$ cat src/inc/irqc_pkg.sv
package irqc_pkg;
    // Register byte offsets
    localparam logic [7:0] IRQC_MASK_OFS = 8'h5C;
    localparam logic [7:0] IRQC_PROBE_OFS = 8'h64;
    localparam logic [7:0] IRQC_LEVEL_OFS = 8'h68;
    localparam logic [7:0] IRQC_RXCFG_OFS = 8'h6C;
    // Writable bits of the mask register
    localparam logic [31:0] IRQC_MASK_RW = 32'h83BFE7DF;
    localparam logic [31:0] IRQC_MASK_RST = 32'h00000000;
    // Fixed byte order pattern
    localparam logic [31:0] IRQC_PROBE_VAL = 32'h87654321;
    // Threshold fields
    localparam int IRQC_TXSPACE_LSB = 24;
    localparam int IRQC_TXSTAT_LSB = 16;
    localparam int IRQC_RXSTAT_LSB = 0;
    localparam logic [7:0] IRQC_TXSPACE_RST = 8'h48;
    localparam logic [7:0] IRQC_TXSTAT_RST = 8'h00;
    localparam logic [7:0] IRQC_RXSTAT_RST = 8'h00;
    // Receive configuration fields
    localparam int IRQC_ALIGN_LSB = 30;
    localparam int IRQC_COUNT_LSB = 16;
    localparam int IRQC_DISCARD_BIT = 15;
    localparam int IRQC_OFFSET_LSB = 8;
    // Event bits in the flag vector used by this block
    localparam int IRQC_EV_DMADONE = 20;
    localparam int IRQC_EV_TXSPACE = 9;
    localparam int IRQC_EV_TXSTAT = 7;
    localparam int IRQC_EV_RXSTAT = 3;
    // End alignment choices
    localparam logic [1:0] IRQC_ALIGN_4 = 2'h0;
    localparam logic [1:0] IRQC_ALIGN_16 = 2'h1;
    localparam logic [1:0] IRQC_ALIGN_32 = 2'h2;
    // Pad granule masks in DWORDs, minus one
    localparam logic [2:0] IRQC_PAD16_MASK = 3'h3;
    localparam logic [2:0] IRQC_PAD32_MASK = 3'h7;
endpackage

$ cat src/hdl/irqc_regs.sv
`timescale 1ns/1ps
module irqc_regs
(
    // Clock and reset
    input wire logic clock,
    input wire logic rst,
    // APB slave
    input wire logic psel,
    input wire logic penable,
    input wire logic pwrite,
    input wire logic [7:0] paddr,
    input wire logic [31:0] pwdata,
    output logic [31:0] prdata,
    output logic pready,
    output logic pslverr,
    // Raw event pulses from the controller, one bit per flag
    input wire logic [31:0] event_set,
    // Flag clear strobes from the status register owner
    input wire logic [31:0] event_clear,
    // FIFO fill figures
    input wire logic [7:0] tx_free_blocks,
    input wire logic [7:0] tx_status_used,
    input wire logic [7:0] rx_status_used,
    // Receive data FIFO read strobe, one per DWORD
    input wire logic rx_dword_read,
    // Last DWORD of a buffer is being read
    input wire logic rx_buffer_last,
    // Event flags and interrupt
    output logic [31:0] irq_event_flags,
    output logic irq_out,
    // Receive engine controls
    output logic rx_fifo_discard,
    output logic [1:0] rx_end_align,
    output logic [4:0] rx_leading_byte_offset,
    output logic [2:0] rx_pad_dwords,
    output logic [11:0] rx_dword_countdown
);
    import irqc_pkg::*;

    // All state in one record
    typedef struct packed {
        logic [31:0] mask;
        logic [7:0] tx_space_level;
        logic [7:0] tx_stat_level;
        logic [7:0] rx_stat_level;
        logic [1:0] align;
        logic [11:0] count;
        logic count_run;
        logic discard;
        logic [4:0] offset;
        logic [2:0] dword_pos;
        logic [2:0] pad;
        logic [31:0] flags;
        logic irq;
        logic [31:0] rdata;
        logic ready;
        logic err;
    } irqc_state_t;

    irqc_state_t st_reg; // Current state
    irqc_state_t st_next; // Next state

    // Offset decode shared by read and write paths
    function automatic logic irqc_mapped(input logic [7:0] a);
        irqc_mapped = (a == IRQC_MASK_OFS) || (a == IRQC_PROBE_OFS) ||
                      (a == IRQC_LEVEL_OFS) || (a == IRQC_RXCFG_OFS);
    endfunction

    logic acc; // Setup phase seen, answer next cycle
    logic wr; // Write taking effect this edge
    logic [31:0] ev; // Events including level events
    logic [2:0] granule; // Padding granule mask
    logic [2:0] pos_after; // DWORD position after this read

    assign acc = psel && !penable;
    assign wr = psel && penable && pready && pwrite && irqc_mapped(paddr);

    // Next state
    always_comb
    begin
        st_next = st_reg;
        ev = event_set;
        // Level events compare strictly greater than
        ev[IRQC_EV_TXSPACE] = tx_free_blocks > st_reg.tx_space_level;
        ev[IRQC_EV_TXSTAT] = tx_status_used > st_reg.tx_stat_level;
        ev[IRQC_EV_RXSTAT] = rx_status_used > st_reg.rx_stat_level;
        ev[IRQC_EV_DMADONE] = 1'b0;
        st_next.discard = 1'b0;
        // Countdown per DWORD read; done when it reaches zero
        if (rx_dword_read && st_reg.count_run)
        begin
            st_next.count = st_reg.count - 12'h001;
            if (st_reg.count == 12'h001)
            begin
                st_next.count_run = 1'b0;
                ev[IRQC_EV_DMADONE] = 1'b1;
            end
        end
        // Padding length on the final transfer of a buffer
        case (st_reg.align)
            IRQC_ALIGN_16: granule = IRQC_PAD16_MASK;
            IRQC_ALIGN_32: granule = IRQC_PAD32_MASK;
            default: granule = 3'h0; // 4-byte and reserved: no pad
        endcase
        pos_after = st_reg.dword_pos + 3'h1;
        if (rx_dword_read)
        begin
            if (rx_buffer_last)
            begin
                // Pad to next boundary, counted from buffer start
                st_next.pad = (~pos_after + 3'h1) & granule;
                st_next.dword_pos = 3'h0;
            end
            else
            begin
                st_next.pad = 3'h0;
                st_next.dword_pos = pos_after;
            end
        end
        // Set wins over clear, independent of the mask
        st_next.flags = (st_reg.flags & ~event_clear) | ev;
        // Enabled flags OR onto the line
        st_next.irq = |(st_next.flags & st_reg.mask);
        // Register writes
        if (wr)
        begin
            if (paddr == IRQC_MASK_OFS)
            begin
                // Reserved bits stay zero
                st_next.mask = pwdata & IRQC_MASK_RW;
            end
            else if (paddr == IRQC_LEVEL_OFS)
            begin
                st_next.tx_space_level = pwdata[IRQC_TXSPACE_LSB +: 8];
                st_next.tx_stat_level = pwdata[IRQC_TXSTAT_LSB +: 8];
                st_next.rx_stat_level = pwdata[IRQC_RXSTAT_LSB +: 8];
            end
            else if (paddr == IRQC_RXCFG_OFS)
            begin
                st_next.align = pwdata[IRQC_ALIGN_LSB +: 2];
                // A write replaces the running count
                st_next.count = pwdata[IRQC_COUNT_LSB +: 12];
                st_next.count_run = pwdata[IRQC_COUNT_LSB +: 12] != 12'h000;
                st_next.discard = pwdata[IRQC_DISCARD_BIT];
                // A purge drops any half-read buffer, so padding restarts
                if (pwdata[IRQC_DISCARD_BIT])
                    st_next.dword_pos = 3'h0;
                // Offset is taken as written; it is used from the next read
                st_next.offset = pwdata[IRQC_OFFSET_LSB +: 5];
            end
        end
        // APB answer one cycle after setup; no wait states
        st_next.ready = acc;
        st_next.err = acc && !irqc_mapped(paddr);
        st_next.rdata = 32'h00000000;
        if (acc && !pwrite)
        begin
            if (paddr == IRQC_MASK_OFS)
                st_next.rdata = st_reg.mask;
            else if (paddr == IRQC_PROBE_OFS)
                st_next.rdata = IRQC_PROBE_VAL;
            else if (paddr == IRQC_LEVEL_OFS)
                st_next.rdata = {st_reg.tx_space_level, st_reg.tx_stat_level,
                                 8'h00, st_reg.rx_stat_level};
            else if (paddr == IRQC_RXCFG_OFS)
                // Reserved fields and the self-clearing bit read zero
                st_next.rdata = {st_reg.align, 2'h0, st_reg.count, 3'h0,
                                 st_reg.offset, 8'h00};
        end
    end

    // State register
    always_ff @(posedge clock or posedge rst)
    begin
        if (rst)
        begin
            st_reg <= '0;
            st_reg.mask <= IRQC_MASK_RST;
            st_reg.tx_space_level <= IRQC_TXSPACE_RST;
            st_reg.tx_stat_level <= IRQC_TXSTAT_RST;
            st_reg.rx_stat_level <= IRQC_RXSTAT_RST;
            st_reg.align <= IRQC_ALIGN_4;
        end
        else
        begin
            st_reg <= st_next;
        end
    end

    // Outputs straight from flops
    assign prdata = st_reg.rdata;
    assign pready = st_reg.ready;
    assign pslverr = st_reg.err;
    assign irq_event_flags = st_reg.flags;
    assign irq_out = st_reg.irq;
    assign rx_fifo_discard = st_reg.discard;
    assign rx_end_align = st_reg.align;
    assign rx_leading_byte_offset = st_reg.offset;
    assign rx_pad_dwords = st_reg.pad;
    assign rx_dword_countdown = st_reg.count;
endmodule

$ cat config.mk
export PLATFORM = sky130hd
export DESIGN_NAME = irqc_regs
export DESIGN_NICKNAME = d
export VERILOG_FILES = /design/src/inc/irqc_pkg.sv /design/src/hdl/irqc_regs.sv
export SDC_FILE = /design/constraint.sdc
export NUM_CORES = 1
export LEC_CHECK = 0
export ABC_AREA = 1
export BUFFER_PORTS_ARGS = -buffer_cell sky130_fd_sc_hd__buf_2
export CORE_UTILIZATION = 56
export DETAILED_ROUTE_END_ITERATION = 8
export PLACE_DENSITY_LB_ADDON = 0.08
export SYNTH_ARGS = -nofsm -noshare
export SYNTH_HDL_FRONTEND = slang
export SYNTH_SLANG_ARGS = --single-unit
$ cat constraint.sdc
create_clock -name clock -period 7.84 [get_ports clock]
set_input_delay 1.176 -clock clock [delete_from_list [all_inputs] [get_ports clock]]
set_output_delay 1.176 -clock clock [all_outputs]
set_load 0.02 [all_outputs]
==> flow_summary_export.csv, run 1 <==
group,metric,value,unit
detailed_routing,wl,17290,µm
global_route,grt-ovfl-total,0,
synth,synth_top_cell_by_area,"dfrtp_1",
sta,fin_skew,0.004852,ns
clock_tree,cts_inserted_buffers,17,
floorplanning,coreArea,12720,µm²
placement,place.gp.congestion,0.9284,
synth,synth-simple-area-share,14.89,%
sta,timing.hold.ws,0.4715,ns
power_and_ir_drop,leakage,4.895,nW
min_path,hold_path_class,"reg2reg",
placement,numPortBuffers,220,
synth,synth_compound_area_share,11.59,%
floorplanning,die_area,13590,µm²
power_and_ir_drop,powerDensity,209.4,nW/µm²
floorplanning,rows,41,
detailed_routing,firstDrtPassIters,5,
floorplanning,io_pins,225,
sta,slew_violations,0,
synth,seq_area_frac_synth,48.02,%
sta,hold_viol,0,
worst_setup_path,crit_type,"in2reg",
synth,postSynth.topFlopCell,"dfrtp_1",
power_and_ir_drop,worst_ir_drop_vdd,0.1334,mV
detailed_routing,drc,0,
flow_run,cap_violations,0,
worst_setup_path,reg2reg_depth,4,
global_route,grt_util_all_layers,27.16,%
synth,syn_avg_cell_area,8.580,µm²
floorplanning,die_h,116.6,µm
sta,rsz0062_at_grt,"false",
clock_tree,cts_buffer_depth,2,
finish,n_fill_cell,1128,
worst_setup_path,ff2ff_setup_slack,6.06,ns
detailed_routing,wire_per_inst,14.64,µm
synth,synth_xor_area_share,1.072,%
synth,yosys-mux-area-fraction,1.378,%
worst_setup_path,crit_buf_inv,2,
synth,ys_warn_count,0,
synth,synth_top_family_by_area,"buffers and inverters",
synth,yosys_register_bits,141,
worst_setup_path,r2r_end,"st_reg[121]",
sta,worst_pin_slew,1.032,ns
sta,slew-limit-headroom,31.17,%
clock_tree,post_cts_resized,0,
clock_tree,cts_sinks,141,
placement,dp.final_hpwl,12780,µm
clock_tree,postCtsSetupBuffers,0,
worst_setup_path,crit_path_end,"st_reg[70]",
detailed_routing,antenna_left,0,
floorplanning,chipWidth,116.6,µm
worst_setup_path,required,8.14,ns
global_route,grt_pass1_wl,27070,µm
global_route,antenna_found_initial,1,
sta,min_period,2.841,ns
sta,setup_viol,0,
worst_setup_path,worstPathMaxFanout,39,
sta,period_share,36.24,%
synth,syn_inst,857,
synth,syn_nets,1020,
global_route,grt_pass1_vias,5344,
synth,synth_top_area_share,47.30,%
detailed_routing,routed_via_density,4.873,
worst_setup_path,max_stage_delay,0.52,ns
floorplanning,start_util,57.80,%
synth,yosys.area_share.adder,4.764,%
detailed_routing,vias,5755,
finish,area_growth,16.98,%
synth,synth_most_common_cell,"nand2_1",
worst_setup_path,crit_chain,"buf_2, nor2_2, nand2_2, nor2_2, nand2_2, inv_2, nand2_2, nor2_1, nor2_1",
power_and_ir_drop,power,0.001801,W
worst_setup_path,slowest_stage,"nand2_2",
synth,async_flop_share,100.0,%
worst_setup_path,start_kind,"input pin",
worst_setup_path,rr_startpoint,"pready",
clock_tree,hold_buffers,0,
clock_tree,cts_root_buffer,"clkbuf_16",
sta,fmax,352.0,MHz
worst_setup_path,cpMostUsedCell,"nand2_2",
synth,ys_top_cells_by_area,"dfrtp_1 (47%), buf_4 (9.1%), nand2_1 (8.7%)",
worst_setup_path,critical_path_depth,9,
finish,nNetsFinal,1158,
worst_setup_path,cp-startpoint,"paddr[1]",
clock_tree,cts_htree_levels,4,
worst_setup_path,critPathCaptureType,"flop",
finish,largest_reg_flops,51,
sta,setup_tns,0,ns
synth,synth_enable_flop_cells,0,
synth,syn_area,7353,µm²
synth,synth_cell_type_count,39,
detailed_routing,drt_iter0_markers,385,
status,outcome,"complete, no violations",
worst_setup_path,crit_family,"simple AND/OR/NAND/NOR gates",
clock_tree,clk_pin_slew,0.06,ns
finish,drive_gt1_share,28.08,%
worst_setup_path,crit_arrival,3.14,ns
global_route,grt_max_degree,84,
clock_tree,clk_latency,0.42,ns
clock_tree,cts_tree,"built",
synth,synth_commonest_cells,"nand2_1 (171), inv_1 (152), dfrtp_1 (139), buf_4 (89), a21oi_1 (52)",
==> cell type report <==
cell class	instances	area [µm²]	area share (%)
antenna	1	2.502	0.02909
clock buffer	19	452.9	5.265
clock inverter	13	217.7	2.531
inverter	157	596.8	6.938
multi-input combinational	457	2477	28.80
sequential	141	3531	41.05
tap	172	215.2	2.502
timing repair buffer	221	1109	12.89
==> kinds of logic after synthesis <==
family | after synthesis
AND/OR/NAND/NOR | 263
AO/OA/AOI/OAI | 148
buffers and inverters | 259
flip-flops | 141
multiplexers | 9
adder cells (fa/ha/maj) | 28
XOR/XNOR | 9
==> per-stage QoR <==
step / utilization, % / worst slack [ns] / cells / cell area [µm²]
after floorplan: - / 2.886 / 857 / 7353
after global placement: 62.32 / 4.573 / 1148 / 7929
after detailed placement: 62.32 / 4.576 / 1148 / 7929
after CTS: 67.59 / 4.996 / 1180 / 8600
after global routing: 67.61 / 4.756 / 1181 / 8602
final: 67.61 / 4.999 / 1181 / 8602
==> worst register-to-register path, cell delays in order, from the launching register on <==
cell and delay [ns]:
dfrtp_1 0.38, nand4_1 0.13, inv_1 0.12, nand2_2 0.61
mux2_2 0.42
==> per-layer routing <==
metal	wire length (µm)	vias up	global-route usage [%]	part of all wire [%]
li1	-	2870	-	-
met1	7445	2638	35.07	43
met2	8179	217	45.05	47
met3	1305	30	6.227	7.5
met4	358	0	9.451	2.1
met5	0	-	0	0
==> report_power, final <==
part           internal, W  switching, W  leakage, nW
Clock             0.000609      0.000299        0.332
Sequential        0.000744    0.00000912         1.79
Combinational    0.0000545     0.0000841         2.78
Total              0.00141      0.000393         4.90
==> how the worst min path moves through the flow <==
| stage | startpoint | endpoint | slack [ns] | depth (start not counted) |
|---|---|---|---|---|
| after floorplan | st_reg[101] | st_reg[101] | 0.44 | 2 |
| after global placement | st_reg[106] | st_reg[106] | 0.46 | 2 |
| after detailed placement | st_reg[106] | st_reg[106] | 0.46 | 2 |
| after CTS | st_reg[106] | st_reg[106] | 0.47 | 2 |
| after global routing | st_reg[101] | st_reg[101] | 0.51 | 2 |
| final | st_reg[106] | st_reg[106] | 0.47 | 2 |
==> layout by cell type, fill, tap and decap left out, drive strengths merged, types with 2 or more instances in the layout <==
cell / instances
clkinv: 6
xor2: 7
dfrtp: 139
a21oi: 52
nor2: 57
nand2: 177
a22oi: 4
nand4: 9
ha: 28
nand3: 7
o21bai: 21
a31oi: 2
o21ai: 49
buf: 221
dfstp: 2
a21o: 2
bufinv: 6
o21a: 10
inv: 157
nor3: 9
xnor2: 2
mux2: 9
o22ai: 5
nand3b: 2
clkbuf: 19
Note: power is estimated with default switching activity, not from simulation.
==> run 2, diff against run 1 <==
- CORE_UTILIZATION: 56 -> 52
- clock period: 7.84 -> 2.9 ns (I/O delays scaled with it)
==> run 2 against run 1 <==
Compared with the run above: sequential power increased to 2.7 times the previous value; largest cell class unchanged; clock skew about the same; highest routed layer unchanged; die area increased by 7.6%; cell count increased by 1.2%; wire length increased by 2.6%; sequential cell count unchanged; critical endpoint is now st_reg[79].
==> flow_summary_export.csv, run 2 (same netlist as run 1, synthesis figures left out) <==
group,metric,value,unit
clock_tree,clk_pin_slew,0.06,ns
placement,place.gp.congestion,0.8426,
sta,fmax,561.8,MHz
clock_tree,cts_root_buffer,"clkbuf_16",
floorplanning,rows,43,
worst_setup_path,rr_startpoint,"pready",
detailed_routing,antenna_left,0,
floorplanning,chipWidth,120.9,µm
clock_tree,clk_latency,0.42,ns
flow_run,cap_violations,0,
clock_tree,cts_buffer_depth,2,
power_and_ir_drop,switching_share,22.19,%
finish,regArea,3531,µm²
detailed_routing,drt_iter0_markers,346,
detailed_routing,firstDrtPassIters,5,
global_route,grt_pass1_vias,5300,
detailed_routing,wl,17750,µm
floorplanning,start_util,53.18,%
worst_setup_path,critical_path_depth,5,
floorplanning,coreArea,13830,µm²
clock_tree,cts_htree_levels,4,
global_route,grt_pass1_wl,27540,µm
sta,setup_viol,0,
global_route,antenna_found_initial,0,
global_route,grt-ovfl-total,0,
power_and_ir_drop,clkPwrFrac,49.8,%
clock_tree,post_cts_resized,0,
clock_tree,cts_sinks,141,
sta,min_period,1.780,ns
power_and_ir_drop,power,0.004825,W
worst_setup_path,cp-startpoint,"pready",
global_route,grt_util_all_layers,25.46,%
sta,slew-limit-headroom,52.88,%
min_path,hold_path_class,"in2async",
clock_tree,cts_inserted_buffers,17,
sta,fin_skew,0.004696,ns
worst_setup_path,required,3.17,ns
worst_setup_path,ff2ff_setup_slack,1.12,ns
worst_setup_path,worstPathMaxFanout,32,
finish,largest_reg_flops,51,
finish,mostFrequentLayoutCells,"buf_2 (220), nand2_1 (171), inv_1 (151)",
sta,period_share,61.38,%
finish,nNetsFinal,1165,
worst_setup_path,crit_buf_inv,1,
finish,diodes,0,
status,outcome,"complete, no violations",
sta,slew_violations,0,
power_and_ir_drop,worst_ir_drop_vdd,0.3429,mV
detailed_routing,drc,0,
detailed_routing,routed_via_density,4.799,
finish,mostFrequentLayoutCell,"buf_2",
finish,multiInputGateArea,2477,µm²
worst_setup_path,slowest_stage,"nor4_1",
worst_setup_path,max_stage_delay,0.43,ns
sta,rsz0062_at_grt,"false",
worst_setup_path,start_kind,"flop",
worst_setup_path,crit_family,"simple AND/OR/NAND/NOR gates",
power_and_ir_drop,p_int,0.003754,W
sta,setup_tns,0,ns
power_and_ir_drop,sequentialPowerShare,42.2,%
finish,drive_gt1_share,28.47,%
worst_setup_path,crit_path_end,"st_reg[79]",
finish,area_growth,17.95,%
power_and_ir_drop,leakage,4.916,nW
floorplanning,die_area,14620,µm²
floorplanning,io_pins,225,
global_route,grt_max_degree,73,
finish,n_fill_cell,1267,
power_and_ir_drop,pwr-share-comb,8.0,%
detailed_routing,wire_per_inst,14.85,µm
placement,numPortBuffers,220,
power_and_ir_drop,powerDensity,556.3,nW/µm²
clock_tree,hold_buffers,0,
placement,dp.final_hpwl,13620,µm
clock_tree,postCtsSetupBuffers,0,
power_and_ir_drop,power.switching,0.001071,W
worst_setup_path,crit_arrival,2.04,ns
sta,worst_pin_slew,0.7029,ns
worst_setup_path,crit_chain,"nand4_1, inv_1, nand2_2, nor4_1, a21oi_1",
floorplanning,die_h,120.9,µm
worst_setup_path,crit_type,"reg2reg",
sta,hold_viol,0,
worst_setup_path,critPathCaptureType,"flop",
clock_tree,cts_tree,"built",
worst_setup_path,reg2reg_depth,5,
detailed_routing,vias,5735,
worst_setup_path,r2r_end,"st_reg[79]",
==> run 2: cell count changes in the layout (fill, tap and decap cells not counted), sizes merged <==
| cell | change |
|---|---|
| buf | +7 |
| bufinv | -1 |
| clkbuf | +2 |
| clkinv | -3 |
| clkinvlp | +3 |
| diode | -1 |
| inv | -1 |
==> run 2: power by group through the flow <==
stage | Combinational [W] | Sequential (W) | Clock, W
floorplan | 0.000246 | 0.00207 | 0
global placement | 0.000385 | 0.00207 | 0
detailed placement | 0.000390 | 0.00207 | 0
CTS | 0.000392 | 0.00204 | 0.00243
global route | 0.000434 | 0.00204 | 0.00252
finish | 0.000384 | 0.00204 | 0.00240
==> run 2: per-stage QoR <==
| step | setup slack [ns] | hold WS (ns) | std cells | instance area [µm²] | util, % |
|---|---|---|---|---|---|
| final | 1.120 | 0.05549 | 1195 | 8673 | 62.73 |
| after global routing | 0.9566 | 0.08106 | 1195 | 8673 | 62.73 |
| after CTS | 1.136 | 0.05114 | 1195 | 8673 | 62.73 |
| after detailed placement | 0.7453 | 0.4594 | 1163 | 8015 | 57.97 |
| after global placement | 0.7752 | 0.4534 | 1163 | 8015 | 57.97 |
| after floorplan | 0.7036 | 0.4439 | 857 | 7357 | - |
==> run 2: worst min-delay path by stage <==
stage	depth (start not counted)	slack, ns	startpoint	end
6_report	2	0.06	rst	irq_event_flags[8]
5_1_grt	2	0.08	rst	irq_event_flags[8]
4_1_cts	2	0.05	rst	irq_event_flags[8]
3_5_place_dp	2	0.46	st_reg[109]	st_reg[109]
3_3_place_gp	2	0.45	st_reg[109]	st_reg[109]
2_1_floorplan	2	0.44	st_reg[101]	st_reg[101]
==> run 2: area by class of cell <==
class,count,area share (%)
sequential,141,40.71
tap,180,2.597
multi-input combinational,457,28.56
timing repair buffer,228,13.68
inverter,157,6.867
clock buffer,21,5.424
clock inverter,11,2.164
==> run 2: layer usage <==
layer	vias up	GRT usage, %	part of all wire [%]
met5	-	0	0
met1	2633	33.53	45
met4	0	7.485	1.2
li1	2878	-	-
met3	16	6.579	7.4
met2	208	41.32	47
==> run 3, diff against run 2 <==
- clock period: 2.9 -> 1.85 ns (I/O delays scaled with it)
==> run 3 against run 2 <==
Compared with the run above: cell count rose by 1.2%; global-route usage up 0.61 points; clock skew is 0.0040 ns higher; clock-buffer cell count up 1; first-iteration DRC count is 25% lower; critical path type unchanged; sequential power rose by 57%; critical path depth grew 4; combinational power grew 59%; sequential share of layout area fell by 0.68 points; power increased by 57%.
==> flow_summary_export.csv, run 3 (same netlist as run 1, synthesis figures left out) <==
group,metric,value,unit
sta,timing.hold.ws,0.04401,ns
detailed_routing,drt_iter0_markers,261,
placement,dp.final_hpwl,13880,µm
detailed_routing,wl_met1,8274,µm
floorplanning,coreArea,13830,µm²
detailed_routing,top_layer_used,"met4",
placement,placed_cell_area,8150,µm²
floorplanning,start_util,53.18,%
sta,slew_violations,0,
finish,drive_gt1_share,29.25,%
clock_tree,cts_htree_levels,4,
worst_setup_path,ff2ff_setup_slack,0.18,ns
floorplanning,io_pins,225,
power_and_ir_drop,powerDensity,859.6,nW/µm²
finish,fin_area,8820,µm²
power_and_ir_drop,worst_ir_drop_vdd,0.6095,mV
power_and_ir_drop,power,0.007581,W
global_route,grt_util_all_layers,26.06,%
detailed_routing,drc,0,
sta,fin_skew,0.008700,ns
finish,largest_reg_flops,51,
finish,n_fill_cell,1233,
finish,area_growth,19.94,%
detailed_routing,routed_via_density,4.760,
floorplanning,die_area,14620,µm²
global_route,grt-ovfl-total,0,
min_path,min-delay-start,"event_clear[30]",
worst_setup_path,required,2.16,ns
global_route,antenna_found_initial,0,
power_and_ir_drop,leakage,4.991,nW
clock_tree,postCtsSetupBuffers,0,
sta,slew-limit-headroom,68.83,%
finish,mostFrequentLayoutCells,"buf_2 (220), nand2_1 (171), inv_1 (151)",
global_route,grt_pass1_vias,5363,
sta,fmax,598.5,MHz
sta,min_period,1.671,ns
finish,nNetsFinal,1179,
min_path,hold_path_class,"in2reg",
clock_tree,cts_sinks,141,
worst_setup_path,crit_type,"reg2reg",
floorplanning,rows,43,
detailed_routing,met2_length,8239,µm
detailed_routing,antenna_left,0,
flow_run,cap_violations,0,
sta,period_share,90.31,%
detailed_routing,dr_wl_met3,1157,µm
placement,numPortBuffers,220,
global_route,grt_pass1_wl,28200,µm
global_route,grt_max_degree,55,
floorplanning,die_h,120.9,µm
finish,diodes,0,
worst_setup_path,rr_startpoint,"rx_dword_countdown[1]",
detailed_routing,wl,18000,µm
detailed_routing,vias,5755,
clock_tree,hold_buffers,1,
worst_setup_path,start_kind,"flop",
detailed_routing,firstDrtPassIters,5,
status,outcome,"complete, no violations",
worst_setup_path,critPathCaptureType,"flop",
clock_tree,cts_root_buffer,"clkbuf_16",
finish,mostFrequentLayoutCell,"buf_2",
clock_tree,cts_tree,"built",
floorplanning,chipWidth,120.9,µm
clock_tree,post_cts_resized,0,
worst_setup_path,worstPathMaxFanout,4,
sta,worst_pin_slew,0.4676,ns
clock_tree,cts_inserted_buffers,17,
clock_tree,cts_buffer_depth,2,
worst_setup_path,cp-startpoint,"rx_dword_countdown[1]",
clock_tree,clk_latency,0.42,ns
sta,setup_viol,0,
detailed_routing,wire_per_inst,14.89,µm
worst_setup_path,crit_arrival,1.98,ns
sta,rsz0062_at_grt,"false",
placement,place.gp.congestion,0.8737,
clock_tree,clk_pin_slew,0.06,ns
sta,hold_viol,0,
## run 3: changes by cell type in the layout (fill, tap and decap cells not counted), sizes merged
cell / previous run / this run
buf: 228 / 241
clkbuf: 21 / 22
clkinv: 3 / 1
clkinvlp: 4 / 5
dlygate4sd3: 0 / 1
## run 3: power by group
group          leakage [nW]  internal (W)  switching, W  total (W)
sequential             1.79       0.00315     0.0000409    0.00320
clock                 0.309       0.00250       0.00128    0.00378
combinational          2.90      0.000244      0.000364   0.000609
total                  4.99       0.00590       0.00168    0.00758
## run 3: final cells by class
cell class,instances,area [µm²],area share [%]
clock inverters,10,185.2,2.100
flip-flops and latches,141,3531,40.03
well taps,180,225.2,2.554
repair buffers,242,1331,15.09
multi-input cells,457,2477,28.09
clock buffers,22,474.2,5.377
inverters,157,595.6,6.753
## run 3: path summary, 6_finish.rpt
kind,to,cells after the start
worst max-delay path,rx_dword_countdown[8],9
worst min-delay path,irq_event_flags[30],2
worst max register to register,rx_dword_countdown[8],9
worst min register to register,st_reg[105],2
max in group asynchronous,rx_fifo_discard,4
min in group asynchronous,irq_event_flags[31],4
## run 3: critical path: stages, from the launching register on
cell	delay (ns)
dfrtp_1	0.41
inv_1	0.11
ha_1	0.18
nand3_1	0.11
nor2_1	0.30
nand2_1	0.11
xor2_1	0.15
nand2_1	0.06
o21ai_0	0.08
inv_1	0.05
## run 3: routing by layer
metal,up-vias,GRT usage [%]
met5,-,0
met4,0,8.642
met3,26,5.216
li1,2904,-
met2,195,41.21
met1,2630,35.92
## run 3: stage by stage
step | cells | worst slack [ns] | setup TNS, ns | util (%)
3_3_place_gp | 1176 | 0.1579 | 0 | 58.94
4_1_cts | 1209 | 0.1889 | 0 | 63.79
2_1_floorplan | 857 | -0.1890 | -26.26 | -
3_5_place_dp | 1176 | 0.1394 | 0 | 58.94
5_1_grt | 1209 | 0.01799 | 0 | 63.79
6_report | 1209 | 0.1792 | 0 | 63.79
